### src/cspc_pkg.sv
// constants, field layouts and carrier types for the clock status and programmable clock block
// Functional notes
// - source select 0 slow, 1 main, 2 pll a, 3 pll b.
// - prescale divides selected source by two to the code; code 7 reserved.
// - prescale in bits 4..2, source select in bits 1..0, rest unused.
// - flags at bits 0,1,2,3 and programmable clock ready at 8,9.
// - ones written to enable command set enables; zeros change nothing.
// - ones written to disable command clear enables; zeros change nothing.
// - mask view reads 0 for enabled, 1 for disabled.
// - main oscillator stable bit reads 1 once stabilized.
// - each pll lock bit reads 1 while that pll is locked.
// - master clock ready bit reads 1 while master clock is ready.
// - status bit 7 reads slow clock source, 0 rc, 1 crystal.
// - programmable clock ready bits read 1 when that output is ready.
`default_nettype none
package cspc_pkg;

    // byte addresses of the registers
    localparam logic [31:0] ADDR_PCK0   = 32'h0ffffc40;
    localparam logic [31:0] ADDR_PCK1   = 32'h0ffffc44;
    localparam logic [31:0] ADDR_IEN    = 32'h0ffffc60;
    localparam logic [31:0] ADDR_IDIS   = 32'h0ffffc64;
    localparam logic [31:0] ADDR_STAT   = 32'h0ffffc68;
    localparam logic [31:0] ADDR_MASK   = 32'h0ffffc6c;
    localparam logic [31:0] ADDR_EVT    = 32'h0ffffc70;
    localparam logic [31:0] ADDR_EVTCLR = 32'h0ffffc74;
    localparam logic [31:0] ADDR_PUMP   = 32'h0ffffc80;

    // status, interrupt and pump bit positions
    localparam int BIT_MOSC   = 0;
    localparam int BIT_PLL_A_LOCKED  = 1;
    localparam int BIT_PLL_B_LOCKED  = 2;
    localparam int BIT_MCK    = 3;
    localparam int BIT_SLOSC  = 7;
    localparam int BIT_PCK0   = 8;
    localparam int BIT_PCK1   = 9;
    localparam int BIT_PUMP_A = 0;
    localparam int BIT_PUMP_B = 16;

    // bits that carry an interrupt source, and the pump bits that are kept
    localparam logic [31:0] IRQ_BITS  = 32'h0000030f;
    localparam logic [31:0] PUMP_BITS = 32'h00010001;

    // programmable clock field layout
    localparam int PCK_SRC_LSB = 0;
    localparam int PCK_PRE_LSB = 2;
    localparam logic [2:0] PRE_RESERVED = 3'h7;

    // source select codes
    localparam logic [1:0] SRC_SLOW = 2'h0;
    localparam logic [1:0] SRC_MAIN = 2'h1;
    localparam logic [1:0] SRC_PLLA = 2'h2;
    localparam logic [1:0] SRC_PLLB = 2'h3;

    // values after reset
    localparam logic [4:0]  PCK_RESET  = 5'h00;
    localparam logic [9:0]  IEN_RESET  = 10'h000;
    localparam logic [31:0] PUMP_RESET = 32'h00000000;

    // bus responses
    localparam logic [1:0] RESP_OKAY   = 2'h0;
    localparam logic [1:0] RESP_SLVERR = 2'h2;

    // programmable clock configuration
    typedef struct packed {
        logic [2:0] prescale_sel;
        logic [1:0] clock_source_sel;
    } cspc_pck_cfg_t;

    // raw status inputs
    typedef struct packed {
        logic slow_osc_source;
        logic master_clk_ready;
        logic pll_b_locked;
        logic pll_a_locked;
        logic main_osc_stable;
    } cspc_osc_stat_t;

endpackage : cspc_pkg
`default_nettype wire

### src/cspc_top.sv
// clock status registers, interrupt logic and programmable clock dividers behind axi4-lite
`timescale 1ns/1ps
`default_nettype none
module cspc_top
    import cspc_pkg::*;
(
    // clock and reset
    input  wire logic        aclk,
    input  wire logic        aresetn,
    // axi4-lite write address
    input  wire logic [31:0] s_axi_awaddr,
    input  wire logic [2:0]  s_axi_awprot,
    input  wire logic        s_axi_awvalid,
    output logic             s_axi_awready,
    // axi4-lite write data
    input  wire logic [31:0] s_axi_wdata,
    input  wire logic [3:0]  s_axi_wstrb,
    input  wire logic        s_axi_wvalid,
    output logic             s_axi_wready,
    // axi4-lite write response
    output logic [1:0]       s_axi_bresp,
    output logic             s_axi_bvalid,
    input  wire logic        s_axi_bready,
    // axi4-lite read address
    input  wire logic [31:0] s_axi_araddr,
    input  wire logic [2:0]  s_axi_arprot,
    input  wire logic        s_axi_arvalid,
    output logic             s_axi_arready,
    // axi4-lite read data
    output logic [31:0]      s_axi_rdata,
    output logic [1:0]       s_axi_rresp,
    output logic             s_axi_rvalid,
    input  wire logic        s_axi_rready,
    // oscillator and clock status levels
    input  wire logic        main_osc_stable,
    input  wire logic        pll_a_locked,
    input  wire logic        pll_b_locked,
    input  wire logic        master_clk_ready,
    input  wire logic        slow_osc_source,
    // source clock enables: slow, main, pll a, pll b
    input  wire logic [3:0]  src_tick,
    // programmable clock enables and pump current settings
    output logic [1:0]       prog_clk_tick,
    output logic             pll_a_pump_current,
    output logic             pll_b_pump_current,
    // interrupt
    output logic             irq
);

    // low code gives a limit of 2^code - 1 source ticks
    function automatic logic [5:0] div_limit(input logic [2:0] pre);
        logic [6:0] full;
        full = 7'h01 << pre;
        div_limit = 6'(full - 7'h01);
    endfunction : div_limit

    // byte lane merge for read/write registers
    function automatic logic [31:0] merge(input logic [31:0] old_v,
                                          input logic [31:0] new_v,
                                          input logic [3:0]  strb);
        logic [31:0] m;
        m = {{8{strb[3]}}, {8{strb[2]}}, {8{strb[1]}}, {8{strb[0]}}};
        merge = (old_v & ~m) | (new_v & m);
    endfunction : merge

    // picks the enable pulse of the selected source
    function automatic logic sel_tick(input logic [3:0] ticks, input logic [1:0] src);
        logic t;
        case (src)
            SRC_SLOW: t = ticks[0];
            SRC_MAIN: t = ticks[1];
            SRC_PLLA: t = ticks[2];
            SRC_PLLB: t = ticks[3];
            default:  t = 1'b0;
        endcase
        sel_tick = t;
    endfunction : sel_tick

    // state
    cspc_pck_cfg_t  pck_q [2];
    logic [5:0]     div_cnt_q [2];
    logic [1:0]     pck_ready_q;
    logic [1:0]     pck_tick_q;
    logic [9:0]     ien_q;
    logic [9:0]     evt_q;
    logic [31:0]    stat_prev_q;
    logic [31:0]    pump_q;
    logic           bvalid_q;
    logic [1:0]     bresp_q;
    logic           rvalid_q;
    logic [1:0]     rresp_q;
    logic [31:0]    rdata_q;
    cspc_osc_stat_t osc;

    // write channel takes address and data together, one write at a time
    logic        wr_fire;
    logic [31:0] wmask;
    logic [31:0] wbits;
    logic        wr_pck0;
    logic        wr_pck1;
    logic        wr_ien;
    logic        wr_idis;
    logic        wr_evtclr;
    logic        wr_pump;
    logic        wr_ro;
    logic        wr_hit;
    assign wr_fire       = s_axi_awvalid & s_axi_wvalid & ~bvalid_q;
    assign s_axi_awready = wr_fire;
    assign s_axi_wready  = wr_fire;
    assign wmask = {{8{s_axi_wstrb[3]}}, {8{s_axi_wstrb[2]}},
                    {8{s_axi_wstrb[1]}}, {8{s_axi_wstrb[0]}}};
    assign wbits     = s_axi_wdata & wmask;
    assign wr_pck0   = wr_fire & (s_axi_awaddr == ADDR_PCK0);
    assign wr_pck1   = wr_fire & (s_axi_awaddr == ADDR_PCK1);
    assign wr_ien    = wr_fire & (s_axi_awaddr == ADDR_IEN);
    assign wr_idis   = wr_fire & (s_axi_awaddr == ADDR_IDIS);
    assign wr_evtclr = wr_fire & (s_axi_awaddr == ADDR_EVTCLR);
    assign wr_pump   = wr_fire & (s_axi_awaddr == ADDR_PUMP);
    // writes to read-only words are accepted and dropped
    assign wr_ro     = (s_axi_awaddr == ADDR_STAT) | (s_axi_awaddr == ADDR_MASK) |
                       (s_axi_awaddr == ADDR_EVT);
    assign wr_hit    = wr_pck0 | wr_pck1 | wr_ien | wr_idis | wr_evtclr | wr_pump |
                       (wr_fire & wr_ro);

    // new configuration values after byte lanes
    logic [31:0] pck0_word;
    logic [31:0] pck1_word;
    logic [31:0] pck0_new;
    logic [31:0] pck1_new;
    assign pck0_word = {27'h0, pck_q[0]};
    assign pck1_word = {27'h0, pck_q[1]};
    assign pck0_new  = merge(pck0_word, s_axi_wdata, s_axi_wstrb);
    assign pck1_new  = merge(pck1_word, s_axi_wdata, s_axi_wstrb);

    // status word assembled from levels and divider state
    logic [31:0] stat_word;
    logic [31:0] mask_word;
    logic [31:0] evt_word;
    logic [31:0] rise;
    assign osc = '{slow_osc_source:  slow_osc_source,
                   master_clk_ready: master_clk_ready,
                   pll_b_locked:     pll_b_locked,
                   pll_a_locked:     pll_a_locked,
                   main_osc_stable:  main_osc_stable};
    always_comb begin
        stat_word            = 32'h00000000;
        stat_word[BIT_MOSC]  = osc.main_osc_stable;
        stat_word[BIT_PLL_A_LOCKED] = osc.pll_a_locked;
        stat_word[BIT_PLL_B_LOCKED] = osc.pll_b_locked;
        stat_word[BIT_MCK]   = osc.master_clk_ready;
        stat_word[BIT_SLOSC] = osc.slow_osc_source;
        stat_word[BIT_PCK0]  = pck_ready_q[0];
        stat_word[BIT_PCK1]  = pck_ready_q[1];
    end
    // mask view is the inverse of the enables, as the word is laid out
    assign mask_word = ~{22'h0, ien_q} & IRQ_BITS;
    assign evt_word  = {22'h0, evt_q};
    // rising edge of any interrupt-bearing status bit
    assign rise      = stat_word & ~stat_prev_q & IRQ_BITS;

    // read decode; unmapped addresses answer slverr with zero data
    logic        rd_fire;
    logic [31:0] rd_data;
    logic        rd_hit;
    assign rd_fire       = s_axi_arvalid & ~rvalid_q;
    assign s_axi_arready = ~rvalid_q;
    always_comb begin
        rd_hit  = 1'b1;
        case (s_axi_araddr)
            ADDR_PCK0: rd_data = pck0_word;
            ADDR_PCK1: rd_data = pck1_word;
            ADDR_STAT: rd_data = stat_word;
            ADDR_MASK: rd_data = mask_word;
            ADDR_EVT:  rd_data = evt_word;
            ADDR_PUMP: rd_data = pump_q;
            ADDR_IEN:  rd_data = 32'h00000000;  // write-only words read as zero
            ADDR_IDIS: rd_data = 32'h00000000;
            ADDR_EVTCLR: rd_data = 32'h00000000;
            default: begin
                rd_data = 32'h00000000;
                rd_hit  = 1'b0;
            end
        endcase
    end

    // enable and disable commands; only interrupt-bearing bits are kept, so the
    // slow source flag at bit 7 can never raise the interrupt
    logic [9:0] ien_d;
    assign ien_d = (ien_q | (wr_ien ? wbits[9:0] : 10'h000))
                   & ~(wr_idis ? wbits[9:0] : 10'h000)
                   & IRQ_BITS[9:0];

    // sticky events: a new edge wins over a clear in the same cycle
    logic [9:0] evt_d;
    assign evt_d = (evt_q & ~(wr_evtclr ? wbits[9:0] : 10'h000)) | rise[9:0];

    // interrupt level from live flags and latched edges
    assign irq = |((stat_word[9:0] | evt_q) & ien_q);

    // configuration and interrupt registers
    always_ff @(posedge aclk) begin
        if (!aresetn) begin
            pck_q[0]    <= PCK_RESET;
            pck_q[1]    <= PCK_RESET;
            ien_q       <= IEN_RESET;
            evt_q       <= 10'h000;
            stat_prev_q <= 32'h00000000;
            pump_q      <= PUMP_RESET;
        end else begin
            if (wr_pck0) begin
                pck_q[0] <= pck0_new[4:0];
            end
            if (wr_pck1) begin
                pck_q[1] <= pck1_new[4:0];
            end
            // only the two pump bits are kept; software is expected to set both
            if (wr_pump) begin
                pump_q <= merge(pump_q, s_axi_wdata, s_axi_wstrb) & PUMP_BITS;
            end
            ien_q       <= ien_d;
            evt_q       <= evt_d;
            stat_prev_q <= stat_word;
        end
    end

    assign pll_a_pump_current = pump_q[BIT_PUMP_A];
    assign pll_b_pump_current = pump_q[BIT_PUMP_B];

    // divider per programmable clock; a reconfiguration restarts the count
    logic [1:0] cfg_wr;
    logic [1:0] src_sel;
    logic [1:0] wrap;
    logic [1:0] chan_off;
    assign cfg_wr = {wr_pck1, wr_pck0};
    genvar g;
    for (g = 0; g < 2; g++) begin : g_pck
        assign src_sel[g]  = sel_tick(src_tick, pck_q[g].clock_source_sel);
        assign chan_off[g] = (pck_q[g].prescale_sel == PRE_RESERVED);
        assign wrap[g]     = (div_cnt_q[g] >= div_limit(pck_q[g].prescale_sel));

        // count source ticks and pulse once every 2^code of them for codes 0 to 6
        always_ff @(posedge aclk) begin
            if (!aresetn) begin
                div_cnt_q[g]   <= 6'h00;
                pck_tick_q[g]  <= 1'b0;
                pck_ready_q[g] <= 1'b0;
            end else if (cfg_wr[g]) begin
                // ready drops until the new setting has produced an edge
                div_cnt_q[g]   <= 6'h00;
                pck_tick_q[g]  <= 1'b0;
                pck_ready_q[g] <= 1'b0;
            end else if (chan_off[g]) begin
                // reserved code stops the output rather than guessing a ratio
                div_cnt_q[g]   <= 6'h00;
                pck_tick_q[g]  <= 1'b0;
                pck_ready_q[g] <= 1'b0;
            end else if (src_sel[g]) begin
                div_cnt_q[g]   <= wrap[g] ? 6'h00 : 6'(div_cnt_q[g] + 6'h01);
                pck_tick_q[g]  <= wrap[g];
                pck_ready_q[g] <= pck_ready_q[g] | wrap[g];
            end else begin
                pck_tick_q[g]  <= 1'b0;
            end
        end
    end

    assign prog_clk_tick = pck_tick_q;

    // write response one cycle after both channels are taken
    always_ff @(posedge aclk) begin
        if (!aresetn) begin
            bvalid_q <= 1'b0;
            bresp_q  <= RESP_OKAY;
        end else if (wr_fire) begin
            bvalid_q <= 1'b1;
            bresp_q  <= wr_hit ? RESP_OKAY : RESP_SLVERR;
        end else if (s_axi_bready) begin
            bvalid_q <= 1'b0;
        end
    end

    // read data one cycle after the address is taken
    always_ff @(posedge aclk) begin
        if (!aresetn) begin
            rvalid_q <= 1'b0;
            rresp_q  <= RESP_OKAY;
            rdata_q  <= 32'h00000000;
        end else if (rd_fire) begin
            rvalid_q <= 1'b1;
            rresp_q  <= rd_hit ? RESP_OKAY : RESP_SLVERR;
            rdata_q  <= rd_data;
        end else if (s_axi_rready) begin
            rvalid_q <= 1'b0;
        end
    end

    assign s_axi_bvalid = bvalid_q;
    assign s_axi_bresp  = bresp_q;
    assign s_axi_rvalid = rvalid_q;
    assign s_axi_rresp  = rresp_q;
    assign s_axi_rdata  = rdata_q;

endmodule : cspc_top
`default_nettype wire

### config.mk
export PLATFORM = sky130hd
export DESIGN_NAME = cspc_top
export DESIGN_NICKNAME = d
export VERILOG_FILES = /design/src/cspc_pkg.sv /design/src/cspc_top.sv
export SDC_FILE = /design/constraint.sdc
export NUM_CORES = 1
export LEC_CHECK = 0
export BUFFER_PORTS_ARGS = -buffer_cell sky130_fd_sc_hd__buf_2
export CORE_MARGIN = 2
export CORE_UTILIZATION = 43
export DETAILED_ROUTE_END_ITERATION = 6
export PLACE_DENSITY = 0.77
export SLEW_MARGIN = 15
export SYNTH_ARGS = -nofsm -noshare
export SYNTH_HDL_FRONTEND = slang
export SYNTH_SLANG_ARGS = --single-unit
### constraint.sdc
create_clock -name aclk -period 2.3 [get_ports aclk]
set_input_delay 0.46 -clock aclk [delete_from_list [all_inputs] [get_ports aclk]]
set_output_delay 0.46 -clock aclk [all_outputs]
set_load 0.01 [all_outputs]
# Word level (Yosys, flattened, before mapping)
# Memory sizes are Yosys's and may differ from the RTL's.
# Cells that the tools add are included.
# Widths: inputs -> output; s select.
[totals] mem_count=2 ram_bits=22 latchBits=0 out_inout_bits=46 in_bits=122 register_bits=71 rom_bits=0
[op_classes] bitwise=52 n_addsub=4 muxes=48 n_lt_le_gt_ge=2 reduce_logical=10 n_div=0 n_eq_ne=26 n_shift=2 multipliers=0
[memory_table] memory="div_cnt_q" words=2 word_bits=6 rd=2 rd_clocked_by_memory_dff=0 write_ports=2 line_no="cspc_top.sv:81" rtl="logic [5:0] div_cnt_q [2];"
[memory_table] memory="pck_q" words=2 word_bits=5 rd=2 rd_clocked_by_memory_dff=0 write_ports=2 line_no="cspc_top.sv:80" rtl="cspc_pck_cfg_t pck_q [2];"
[ops] operator="$eq 32x28->1 const B" n=18
[ops] operator="$pmux 17 s6" n=1
[ops] operator="$mux 6" n=8
[ops] operator="$and 10x10->10" n=4
[ops] operator="$not 10->10" n=4
[ops] operator="$and 17x17->17" n=2
[ops] operator="$mux 1" n=30
[ops] operator="$mux 10" n=3
[ops] operator="$or 10x10->10" n=3
[ops] operator="$or 1x1->1" n=18
[ops] operator="$not 17->17" n=1
[ops] operator="$or 17x17->17" n=1
[ops] operator="$add 6x1->6 const B" n=2
[ops] operator="$ge 6x6->1" n=2
[ops] operator="$shl 1x3->6 const A" n=2
[ops] operator="$sub 6x1->6 const B" n=2
[ops] operator="$and 1x1->1" n=10
[ops] operator="$and 5x5->5" n=2
[ops] operator="$mux 5" n=2
[ops] operator="$or 5x5->5" n=2
[ops] operator="$reduce_or 10->1" n=1
[ops] operator="$reduce_or 9->1" n=1
[ops] operator="$eq 2x2->1 const B" n=4
[ops] operator="$pmux 1 s4" n=2
[ops] operator="other kinds (8)" n=19

# Longest topological paths before layout
[depth] word_depth=10 mapped_depth=11 depth_no_buf=11

# Worst setup path before layout
# OpenSTA, ideal clock, no wires.
[synth_timing] path_type="reg-to-reg" start="memory pck_q[0][3] (netlist bit)" end="memory div_cnt_q[0][2] (data pin)" slack_ns=-0.247 arrival_ns=2.390 setup_ns=0.157 path_stages_with_launch=9 n_path_buf=0 required_ns=2.143 path_cell_list="edfxtp_1 or3_1 ha_1 xnor2_1 ha_1 a2111o_1 a311oi_1 nor2_1 nor3_1"
[synth_rtl] item="from (decl)" line_no="cspc_top.sv:80"
[synth_rtl] item="to (decl)" line_no="cspc_top.sv:81"

==> flow_summary.ini <==
[critical_path]
critPathMaxFanout = 6
crit_buf_inv = 0
cp.arrival_ps = 2650
startpoint_type = register
worst_path_most_repeated_cell = ha_4
crit_chain = or3_4 > ha_4 > ha_4 > a2111o_1 > a311oi_4 > nor2_4 > nor3_2
cp_slowest_cell = or3_4
reg2reg_from = pck_q[0][3]
crit_path_end_kind = register
critPathLaunch = pck_q[0][3]
cp_top_family = compound AO/OA/AOI/OAI gates
crit_type = reg -> reg
cp.required_ps = 2490
critical_path.max_stage_delay_ps = 430

[run]
drv_cap = 0

[cts]
clk_latency_ps = 350
numCtsBuffers = 9
cts-root-buf = clkbuf_8
cts_hold_buffers = 0
h-tree-depth = 3
clkTransAtPathRegs_ps = 80
clock_sinks = 65
cts.path.max_buffers = 2
cts_tree = done

[power_and_ir_drop]
p_int_mw = 2.03
comb_power_share = 0.188
switchingPower_mw = 0.792
pwr-share-seq = 0.459
p_leak_nw = 2.23
max-vdd-ir-drop_mv = 0.287
clockPowerShare = 0.353
p_per_area_mw_per_mm2 = 557
power.share.switching = 0.281
p_total_mw = 2.82

[die]
die_y_um = 98.2
start_util = 0.440
io_pins = 168
die_w_um = 98.2
std_cell_rows = 34
coreArea_mm2 = 0.00868
dieArea_mm2 = 0.00964

[layout]
area_growth_pct = 32.7
nFillCells = 775
num-nets-final = 718
antenna_cells = 0
stdcell_area_mm2 = 0.00506
final_util = 0.583
final_layout_size_suffix_gt1_frac = 0.349
final_cell_count_no_fill = 693

[place]
place.gp.congestion = 0.915
postPlaceCellArea_mm2 = 0.00470
port_buffers = 116
dp_hpwl_mm = 8.21
dp_slack_ps = -166
dpl.cell_count = 674

[timing]
drv_slew = 0
setup_tns_ps = -1760
final_hold_viol_count = 0
fmax_mhz = 407
rsz0062_at_grt = true
setup_ws_ps = -158
post-route-period-util = 1.07
fin_hold_ws_ps = 291
finalClockSkew_ps = 13.6
fin_crit_ps = 2460
finalSetupViolCount = 16

[global_route]
grt_pass1_vias = 3709
grt_usage = 0.222
grt_max_degree = 31
antenna_found_initial = 0
grt_pass1_wl_mm = 17.3
gr-total-overflow = 0

[status]
violations = setup timing
status = finished with violations

[route]
num_vias = 3825
drtIter0Drc = 270
dr.pass1.iters = 5
drc = 0
post_drt_wl_per_cell_um = 15.4
detail-route-antenna-nets = 0
wirelength_mm = 10.7
via_per_inst = 5.52

[synthesis]
syn_area_mm2 = 0.00382
synth.distinct_cells = 66
yosys_warnings = 0
synth_edf_count = 22
synth_area_per_cell_um2 = 8.94
synth_cells = 427
synthArstFlopShare = 0
ys_ff_latch = 65
yosysSeqAreaShare = 0.399
synthFlopType = dfxtp_1

[min_path]
hp-start = s_axi_rready
hold_path.class = in -> reg
logic make-up (layout without fill, tap and decap cells):
group,count (synthesis),in the layout,synth area share
mux,7,7,0.0223
fa+ha+maj,17,17,0.0551
xor+xnor,10,10,0.0229
other cells,1,23,0.000983
compound gates,87,87,0.158
buf+inv,55,191,0.0780
simple gates,185,185,0.264
flops,65,65,0.399
cell usage after synthesis, types with 3 or more instances:
library cell / instances / share of area
nand2_1: 46 / 0.045
dfxtp_1: 43 / 0.23
nor2_1: 26 / 0.026
nor3_1: 25 / 0.033
buf_4: 24 / 0.047
edfxtp_1: 22 / 0.17
inv_1: 22 / 0.022
nand3_1: 22 / 0.029
a21oi_1: 20 / 0.026
o21ai_0: 18 / 0.024
ha_1: 16 / 0.052
nand4_1: 13 / 0.021
nand2b_1: 11 / 0.018
a22oi_1: 8 / 0.016
clkbuf_1: 8 / 0.0079
o221a_1: 6 / 0.018
or3_1: 6 / 0.0098
nor2b_1: 5 / 0.0082
xnor2_1: 5 / 0.011
xor2_1: 5 / 0.011
a22o_1: 4 / 0.0092
a31oi_1: 4 / 0.0066
mux2i_1: 4 / 0.010
nor4_1: 4 / 0.0066
o22ai_1: 4 / 0.0066
nor3b_1: 3 / 0.0059
o21a_1: 3 / 0.0059
what timing repair did:
action                                  CTS  global route
buffers inserted                          1             2
pin swaps                                12            11
endpoints found under the setup margin   16            22
resized for setup                         9            12
power by group through the flow:
stage	combinational, mW	clock [mW]	sequential [mW]
finish	0.529	0.995	1.30
global route	0.584	1.07	1.30
floorplan	0.289	0	1.31
CTS	0.486	1.01	1.29
global placement	0.441	0	1.32
detailed placement	0.457	0	1.32
cells in the final DEF, fill, tap and decap left out, types with 3 or more instances in the layout:
cell and n:
nor3b_1 3, nor2_1 24, o22ai_1 4, dfxtp_1 43
nand2b_1 10, a21oi_1 19, ha_4 5, o21a_1 3
inv_1 22, mux2i_1 4, nand2_1 45, conb_1 23
edfxtp_1 22, a22oi_1 8, clkbuf_8 10, nor2b_1 5
nor3_1 20, or3_1 4, buf_2 116, xnor2_1 4
nor4_1 4, nand3_1 21, a22o_1 4, buf_4 37
o21ai_0 17, a31oi_1 4, nand4_1 13, ha_1 11
xor2_1 5, nor3_2 7, o221a_1 6
state kept, by name, summed over array words and instances, names as in the netlist, named ones only:
name,flops
div_cnt_q,12
pck_q,10
pck_ready_q,2
s_axi_rdata,11
s_axi_rresp,1
s_axi_bresp,1
evt_q,10
s_axi_bvalid,1
stat_prev_q,6
ien_q,6
prog_clk_tick,2
s_axi_rvalid,1
cell type report:
class | instances | area [um2] | area share
Clock inverter | 6 | 65.1 | 0.0129
Inverter | 22 | 82.6 | 0.0163
Sequential cell | 65 | 1520 | 0.301
Multi-Input combinational cell | 329 | 2260 | 0.447
Clock buffer | 10 | 138 | 0.0272
Tap cell | 108 | 135 | 0.0267
Timing Repair Buffer | 153 | 858 | 0.170
metal layers:
layer / GRT usage / wire length, um
met5: 0 / 0
met4: 0.0780 / 157
met3: 0.0480 / 805
met2: 0.368 / 5170
met1: 0.288 / 4570
final timing paths:
| path | to | slack [ps] | cells past startpoint |
|---|---|---|---|
| min | s_axi_rvalid | 290 | 2 |
| max | div_cnt_q[0][1] | -160 | 7 |
| min reg2reg | evt_q[2] | 420 | 1 |
| max reg2reg | div_cnt_q[0][1] | -160 | 7 |
(Power assumes the default switching activity.)
